===== src/rtl/gpio_ports_cfg.svh =====
// Summary of operation
// - each drivable bit keeps its value in an output latch until rewritten
// - inputs are not latched; source holds data or software resamples
// - pins sampled in read state one, outputs change in write state two
// - read-modify-write class reads return latch except on six-bit input bits, all others return pin
// - single-bit port latch resets to one
// - falling edge on driven single-bit pin still sets interrupt latch
// - single-bit port read gives meaningful data only in bit zero
// - six-bit port, each bit individually input or output
// - direction bit zero means input, one means output
// - direction register clears to zero on reset, all inputs
// - six-bit port latches reset to one
// - data writes update latch regardless of direction
// - serial bus pins need open-drain select, latch one, direction output
// - input bits read pin level; bit writes may overwrite input latches
`ifndef GPIO_PORTS_CFG_SVH
`define GPIO_PORTS_CFG_SVH
`define SIX_WIDTH        6
`define SINGLE_LATCH_RST 1'h1
`define SIX_LATCH_RST    6'h3F
`define SIX_DIR_RST      6'h00
`define SIX_DRIVE_RST    6'h00
`define SYNC_RST         1'h1
`define UNDEF_FILL       7'h7F
`endif


===== src/rtl/gpio_ports_pkg.sv =====
`default_nettype none
package gpio_ports_pkg;
  typedef enum logic [1:0] {
    CYC_IDLE  = 2'b00,
    CYC_READ  = 2'b01,
    CYC_WRITE = 2'b10
  } cyc_type;

  typedef struct packed {
    logic       rd_req;
    logic       rd_latch;
    logic       wr_req;
    logic       sel_six;
    logic [7:0] wr_data;
  } cpu_req_type;

  typedef struct packed {
    logic [5:0] out;
    logic [5:0] oe;
  } pin_drive_type;
endpackage
`default_nettype wire


===== src/rtl/gpio_ports.sv =====
`timescale 1ns/10ps
`default_nettype none
`include "gpio_ports_cfg.svh"
module gpio_ports (
  input  wire logic                        mclk_i,
  input  wire logic                        rst_n_i,
  input  wire gpio_ports_pkg::cpu_req_type req_i,
  input  wire logic                        single_port_pin_i,
  input  wire logic [5:0]                  six_bit_port_pin_i,
  input  wire logic                        dir_wr_i,
  input  wire logic                        drive_wr_i,
  output logic      [7:0]                  rd_data_o,
  output logic                             rd_valid_o,
  output logic                             single_port_pin_o,
  output logic                             single_port_pin_oe_o,
  output gpio_ports_pkg::pin_drive_type    six_bit_port_o,
  output logic                             ext_int_edge_o
);
  // ************************************************************
  // state
  // ************************************************************
  typedef struct packed {
    gpio_ports_pkg::cyc_type cyc;
    logic                    rd_latch;
    logic                    sel_six;
    logic [7:0]              wr_data;
    logic                    single_latch;
    logic [5:0]              six_latch;
    logic [5:0]              six_dir;
    logic [5:0]              six_drive;
    logic                    single_pin_q;
    logic [7:0]              rd_data;
    logic                    rd_valid;
    logic                    int_edge;
    logic                    single_pin;
    logic                    single_oe;
    gpio_ports_pkg::pin_drive_type six_pins;
  } port_state_type;

  port_state_type state_ff;
  port_state_type nxt_state;
  logic [6:0]     pins_sync;

  pin_sync u_sync (
    .mclk_i  (mclk_i),
    .rst_n_i (rst_n_i),
    .pin_i   ({single_port_pin_i, six_bit_port_pin_i}),
    .sync_o  (pins_sync)
  );

  // per bit: input bits read pin, output bits read latch or pin by class
  function automatic logic [5:0] six_read(input logic [5:0] lat,
                                          input logic [5:0] dir,
                                          input logic [5:0] pin,
                                          input logic       use_latch);
    six_read = use_latch ? ((lat & dir) | (pin & ~dir)) : pin;
  endfunction

  // open drain drive low only; high level left to the pull-up
  function automatic logic drive_oe(input logic lat, input logic dir,
                                    input logic od);
    drive_oe = dir & (od ? ~lat : 1'b1);
  endfunction

  // ************************************************************
  // next state
  // ************************************************************
  always_comb begin
    nxt_state          = state_ff;
    nxt_state.rd_valid = 1'b0;
    nxt_state.int_edge = 1'b0;
    unique case (state_ff.cyc)
      gpio_ports_pkg::CYC_IDLE: begin
        if (req_i.rd_req) begin
          nxt_state.cyc      = gpio_ports_pkg::CYC_READ;
          nxt_state.rd_latch = req_i.rd_latch;
          nxt_state.sel_six  = req_i.sel_six;
        end else if (req_i.wr_req) begin
          nxt_state.cyc     = gpio_ports_pkg::CYC_WRITE;
          nxt_state.sel_six = req_i.sel_six;
          nxt_state.wr_data = req_i.wr_data;
        end
      end
      gpio_ports_pkg::CYC_READ: begin
        // input sampled in read state, no holding latch on inputs
        nxt_state.cyc      = gpio_ports_pkg::CYC_IDLE;
        nxt_state.rd_valid = 1'b1;
        if (state_ff.sel_six) begin
          nxt_state.rd_data = {2'h0, six_read(state_ff.six_latch,
                              state_ff.six_dir, pins_sync[5:0],
                              state_ff.rd_latch)};
        end else begin
          nxt_state.rd_data = {`UNDEF_FILL,
                               state_ff.rd_latch ? state_ff.single_latch
                                                 : pins_sync[6]};
        end
      end
      gpio_ports_pkg::CYC_WRITE: begin
        nxt_state.cyc = gpio_ports_pkg::CYC_IDLE;
        if (state_ff.sel_six) begin
          nxt_state.six_latch = state_ff.wr_data[5:0];
        end else begin
          nxt_state.single_latch = state_ff.wr_data[0];
        end
      end
      default: begin
        nxt_state.cyc = gpio_ports_pkg::CYC_IDLE;
      end
    endcase
    // write-only config registers, single edge
    if (dir_wr_i) begin
      nxt_state.six_dir = req_i.wr_data[5:0];
    end
    if (drive_wr_i) begin
      nxt_state.six_drive = req_i.wr_data[5:0];
    end
    // edge seen on pin even when device drives it
    nxt_state.single_pin_q = pins_sync[6];
    nxt_state.int_edge     = state_ff.single_pin_q & ~pins_sync[6];
    // pin drive registered from next latch values
    nxt_state.single_pin = 1'b0;
    nxt_state.single_oe  = ~nxt_state.single_latch;
    for (int i = 0; i < `SIX_WIDTH; i++) begin
      nxt_state.six_pins.out[i] = nxt_state.six_latch[i];
      nxt_state.six_pins.oe[i]  = drive_oe(nxt_state.six_latch[i],
                                           nxt_state.six_dir[i],
                                           nxt_state.six_drive[i]);
    end
  end

  // ************************************************************
  // registers
  // ************************************************************
  always_ff @(posedge mclk_i or negedge rst_n_i) begin
    if (!rst_n_i) begin
      state_ff              <= '0;
      state_ff.single_latch <= `SINGLE_LATCH_RST;
      state_ff.six_latch    <= `SIX_LATCH_RST;
      state_ff.six_dir      <= `SIX_DIR_RST;
      state_ff.six_drive    <= `SIX_DRIVE_RST;
      state_ff.single_pin_q <= `SYNC_RST;
      // pin outputs mirror the latches from the start, no low glitch
      state_ff.six_pins.out <= `SIX_LATCH_RST;
    end else begin
      state_ff <= nxt_state;
    end
  end

  assign rd_data_o            = state_ff.rd_data;
  assign rd_valid_o           = state_ff.rd_valid;
  assign single_port_pin_o    = state_ff.single_pin;
  assign single_port_pin_oe_o = state_ff.single_oe;
  assign six_bit_port_o       = state_ff.six_pins;
  assign ext_int_edge_o       = state_ff.int_edge;

  // ************************************************************
  // checks
  // ************************************************************
  latch_write_a: assert property (
    @(posedge mclk_i) disable iff (!rst_n_i)
    state_ff.cyc == gpio_ports_pkg::CYC_WRITE && state_ff.sel_six
    |=> six_bit_port_o.out == $past(state_ff.wr_data[5:0]))
    else $error("six-bit latch not updated by write");
  latch_hold_a: assert property (
    @(posedge mclk_i) disable iff (!rst_n_i)
    state_ff.cyc != gpio_ports_pkg::CYC_WRITE
    |=> $stable(state_ff.six_latch) && $stable(state_ff.single_latch))
    else $error("latch changed without write");
  read_timing_a: assert property (
    @(posedge mclk_i) disable iff (!rst_n_i)
    req_i.rd_req && state_ff.cyc == gpio_ports_pkg::CYC_IDLE
    |=> ##1 rd_valid_o)
    else $error("read answer late");
  latch_read_a: assert property (
    @(posedge mclk_i) disable iff (!rst_n_i)
    state_ff.cyc == gpio_ports_pkg::CYC_READ && state_ff.rd_latch &&
    !state_ff.sel_six |=> rd_data_o[0] == $past(state_ff.single_latch))
    else $error("latch-class read wrong");
  single_upper_a: assert property (
    @(posedge mclk_i) disable iff (!rst_n_i)
    rd_valid_o && !$past(state_ff.sel_six) |-> rd_data_o[7:1] == 7'h7F)
    else $error("single-bit upper bits wrong");
  input_oe_a: assert property (
    @(posedge mclk_i) disable iff (!rst_n_i)
    ##1 (six_bit_port_o.oe & ~$past(state_ff.six_dir) &
    ~$past(nxt_state.six_dir)) == 6'h00)
    else $error("input bit driven");
  edge_detect_a: assert property (
    @(posedge mclk_i) disable iff (!rst_n_i)
    $fell(pins_sync[6]) |=> ext_int_edge_o)
    else $error("falling edge missed");
  reset_value_a: assert property (
    @(posedge mclk_i)
    $rose(rst_n_i) |-> state_ff.six_dir == 6'h00 &&
    state_ff.six_latch == 6'h3F && state_ff.single_latch)
    else $error("reset values wrong");
  // answer pulse stands one cycle only, requests are two apart
  valid_pulse_a: assert property (
    @(posedge mclk_i) disable iff (!rst_n_i)
    rd_valid_o |=> !rd_valid_o)
    else $error("read answer held too long");
  pin_read_a: assert property (
    @(posedge mclk_i) disable iff (!rst_n_i)
    state_ff.cyc == gpio_ports_pkg::CYC_READ && state_ff.sel_six &&
    !state_ff.rd_latch |=> rd_data_o[5:0] == $past(pins_sync[5:0]))
    else $error("pin-class read wrong");
  input_read_a: assert property (
    @(posedge mclk_i) disable iff (!rst_n_i)
    state_ff.cyc == gpio_ports_pkg::CYC_READ && state_ff.sel_six
    |=> ((rd_data_o[5:0] ^ $past(pins_sync[5:0])) &
    ~$past(state_ff.six_dir)) == 6'h00)
    else $error("input bit read from latch");
  latch_drive_a: assert property (
    @(posedge mclk_i) disable iff (!rst_n_i)
    six_bit_port_o.out == state_ff.six_latch &&
    single_port_pin_oe_o == !state_ff.single_latch)
    else $error("pin drive differs from latch");
  od_high_a: assert property (
    @(posedge mclk_i) disable iff (!rst_n_i)
    (six_bit_port_o.oe & six_bit_port_o.out & state_ff.six_drive) == 6'h00)
    else $error("open-drain bit driven high");
  edge_pulse_a: assert property (
    @(posedge mclk_i) disable iff (!rst_n_i)
    ext_int_edge_o |-> $past(pins_sync[6], 2) && !$past(pins_sync[6]))
    else $error("edge pulse without falling edge");
endmodule // gpio_ports
`default_nettype wire


===== src/rtl/pin_sync.sv =====
`timescale 1ns/10ps
`default_nettype none
`include "gpio_ports_cfg.svh"
module pin_sync (
  input  wire logic       mclk_i,
  input  wire logic       rst_n_i,
  input  wire logic [6:0] pin_i,
  output logic      [6:0] sync_o
);
  typedef struct packed {
    logic [6:0] meta;
    logic [6:0] sync;
  } sync_state_type;

  sync_state_type state_ff;
  sync_state_type nxt_state;

  always_comb begin
    nxt_state      = state_ff;
    nxt_state.meta = pin_i;
    nxt_state.sync = state_ff.meta;
  end

  always_ff @(posedge mclk_i or negedge rst_n_i) begin
    if (!rst_n_i) begin
      state_ff <= {14{`SYNC_RST}};
    end else begin
      state_ff <= nxt_state;
    end
  end

  assign sync_o = state_ff.sync;
endmodule // pin_sync
`default_nettype wire


===== config.mk =====
export PLATFORM = sky130hd
export DESIGN_NAME = gpio_ports
export DESIGN_NICKNAME = d
export VERILOG_FILES = /design/src/rtl/gpio_ports_pkg.sv /design/src/rtl/gpio_ports.sv /design/src/rtl/pin_sync.sv
export VERILOG_INCLUDE_DIRS = /design/src /design/src/rtl
export SDC_FILE = /design/constraint.sdc
export NUM_CORES = 1
export LEC_CHECK = 0
export BUFFER_PORTS_ARGS = -buffer_cell sky130_fd_sc_hd__buf_2
export CORE_MARGIN = 1
export CORE_UTILIZATION = 35
export CTS_BUF_LIST = sky130_fd_sc_hd__clkbuf_8
export CTS_CLUSTER_DIAMETER = 120
export DETAILED_ROUTE_END_ITERATION = 7
export SETUP_SLACK_MARGIN = 0.1
export SLEW_MARGIN = 10
export SYNTH_ARGS = -nofsm -noshare
export SYNTH_HDL_FRONTEND = slang
export SYNTH_HIERARCHICAL = 1
export SYNTH_SLANG_ARGS = --single-unit

===== constraint.sdc =====
create_clock -name mclk_i -period 1.6 [get_ports mclk_i]
set_clock_uncertainty 0.1 [all_clocks]
set_input_delay 0.32 -clock mclk_i [delete_from_list [all_inputs] [get_ports mclk_i]]
set_output_delay 0.32 -clock mclk_i [all_outputs]
set_load 0.03 [all_outputs]

==> out/results.tsv <==
metric	value	unit
dieArea	7050	µm²
rows	29	
synth_cells	159	
ys_types	23	
worstSetupPathType	flop to output pin	
dpl_worst_slack	0.123	ns
cp_top_family	flip-flops	
cellInternalPower	2.95	mW
hold_viol	0	
overflow	0	
startpoint_type	flop	
ys_async_sr_fraction	100	%
crit_slowest_cell	dfstp_2	
synthTopCellsByCount	dfrtp_1 (38), dfstp_2 (22), buf_4 (21), mux2_2 (21)	
ys_seq_area_share	65.0	%
synth_most_common_cell	dfrtp_1	
slowest_delay	0.55	ns
syn_to_final_growth	20.6	%
violations	design-rule violations	
synth_top_area_cell	dfrtp_1	
cts.path.max_buffers	2	
period_share	91.0	%
grt_setup_unrepaired	yes	
cp_max_fo	3	
cp_cell_sequence	buf_4	
finalMaxSlewViolations	0	
pin_count	47	
syn-num-nets	182	
cap_violations	0	
path_clk_slew	0.06	ns
first_pass_iters	6	
io_buffers	43	
dp_hpwl	2870	µm
period_minus_slack	1.46	ns
synth_top_area_share	40.4	%
wirelength	3940	µm
synth_edf_count	0	
nets	227	
setup_viol	0	
ys_seq_elements	60	
yosysWarningCount	6	
drive_above_1_share	57.9	%
die_y	84.0	µm
worst-endpoint-required	1.18	ns
wl_per_cell	13.8	µm
core_area	6420	µm²
viasPerCell	4.34	
ant_nets	0	
vias	1242	
ir_drop	0.000777	V
grt_pass1_wl	6620	µm
status	complete, but fails checks	
fillers	582	
pwr-share-comb	27.1	%
powerDensity	1520	nW/µm²
cts_tree	done	
cts_buffers	9	
gp_routability_congestion	0.725	
synthFlopType	dfrtp_1	
drc	6	
diodes	0	
cts_sinks	60	
clk_latency	0.32	ns
syn_avg_cell_area	14.8	µm²
hold_path.class	input pin to flop	
setup_tns	0	ns
die_w	84.0	µm
grt.total_usage	12.8	%
antenna_found_initial	0	
grt_start_max_net_pins	23	
postCtsSetupBuffers	0	
grt_pass1_vias	1302	
ctsRootBufferMaster	clkbuf_8	
ys_top_cells_by_area	dfrtp_1 (40%), dfstp_2 (25%), mux2_2 (10%)	
worst_ep_arrival_time	1.04	ns
switchingPower	1.37	mW
crit_buf_inv	1	
initial_core_util	36.6	%
cts_htree_levels	3	
fmax	687	MHz
p_leak	1.31	nW
p_clk_share	25.3	%
seqPwrFrac	47.6	%
switching_share	31.7	%
setup_ws	0.144	ns
syn_area	2350	µm²
r2r_setup_slack	0.15	ns
drt_iter0_drc	75	
cp-end-kind	output pin	
metrics by stage:
stage | hold slack (ns) | cells | total power, mW | cell area (µm²) | utilization, %
2_1_floorplan | -0.0756 | 159 | 3.06 | 2350 | -
3_3_place_gp | 0.193 | 262 | 3.19 | 2570 | 40.0
3_5_place_dp | 0.199 | 262 | 3.20 | 2570 | 40.0
4_1_cts | 0.116 | 286 | 4.36 | 2820 | 43.9
5_1_grt | 0.122 | 286 | 4.56 | 2840 | 44.2
6_report | 0.129 | 286 | 4.32 | 2840 | 44.2
layer usage:
metal | GRT usage (%) | part of all wire, %
met5 | 0 | 0
met3 | 4.65 | 5.6
met2 | 17.8 | 44
met4 | 6.58 | 1.2
met1 | 17.5 | 49
final timing paths:
path,start,to,cells after the start
max reg2reg,state_ff[54]$_DFFE_PN0P_,six_bit_port_o[4]$_DFF_PN0_,4
min in group asynchronous,rst_n_i,six_bit_port_o[4]$_DFF_PN0_,2
max in group asynchronous,rst_n_i,state_ff[43]$_DFF_PN1_,3
min reg2reg,u_sync/nxt_state[6]$_DFF_PN1_,u_sync/sync_o[6]$_DFF_PN1_,0
min,req_i[10],state_ff[53]$_DFFE_PN0P_,2
max,six_bit_port_o[6]$_DFF_PN1_,six_bit_port_o[6],1
power groups by stage:
| stage | logic (mW) | clock network (mW) | registers, mW |
|---|---|---|---|
| after floorplan | 1.00 | 0 | 2.05 |
| after global placement | 1.12 | 0 | 2.08 |
| after detailed placement | 1.12 | 0 | 2.08 |
| after CTS | 1.16 | 1.13 | 2.06 |
| after global routing | 1.25 | 1.21 | 2.10 |
| final | 1.17 | 1.09 | 2.06 |
sequential cells by signal, indices dropped and copies added (netlist names):
signal and cells:
u_sync/nxt_state 7, single_port_pin_oe_o 1, state_ff 24, rd_valid_o 1, ext_int_edge_o 1, u_sync/sync_o 7
rd_data_o 7, six_bit_port_o 12
layout make-up:
cell class | instances | area, µm² | area share [%]
Clock buffer | 10 | 138 | 4.85
Clock inverter | 6 | 25.0 | 0.882
Inverter | 3 | 11.3 | 0.397
Multi-Input combinational cell | 71 | 633 | 22.3
Sequential cell | 60 | 1530 | 53.9
Tap cell | 77 | 96.3 | 3.40
Timing Repair Buffer | 59 | 403 | 14.2
repair_timing:
action | CTS | global route
endpoints found under the setup margin | 3 | 12
hold buffers | 8 | 0
hold endpoints to repair | 16 | 0
gates resized for setup | 3 | 10
pin swaps | 0 | 0
cell families (layout without fill, tap and decap cells):
| logic type | Yosys count | after routing | synth area share, % |
|---|---|---|---|
| compound gates | 17 | 17 | 5.48 |
| buf+inv | 28 | 78 | 8.14 |
| flops | 60 | 60 | 65.0 |
| mux | 33 | 33 | 16.4 |
| other cells | 1 | 1 | 0.159 |
| simple gates | 20 | 20 | 4.79 |
cells in the final DEF, fill, tap and decap left out, drive strengths merged:
cell / netlist / routed
buf: 22 / 51
dfrtp: 38 / 38
mux2: 27 / 27
dfstp: 22 / 22
clkbuf: 3 / 10
dlygate4sd3: 0 / 8
inv: 3 / 7
nor2: 7 / 7
nand2: 7 / 7
a21boi: 7 / 7
mux2i: 6 / 6
a21oi: 5 / 5
o21ai: 4 / 4
clkinv: 0 / 2
and3b: 1 / 1
nor3b: 1 / 1
nor2b: 1 / 1
or2b: 1 / 1
and2: 1 / 1
nor4b: 1 / 1
a311oi: 1 / 1
conb: 1 / 1
Power figures use the tool's default switching activity.
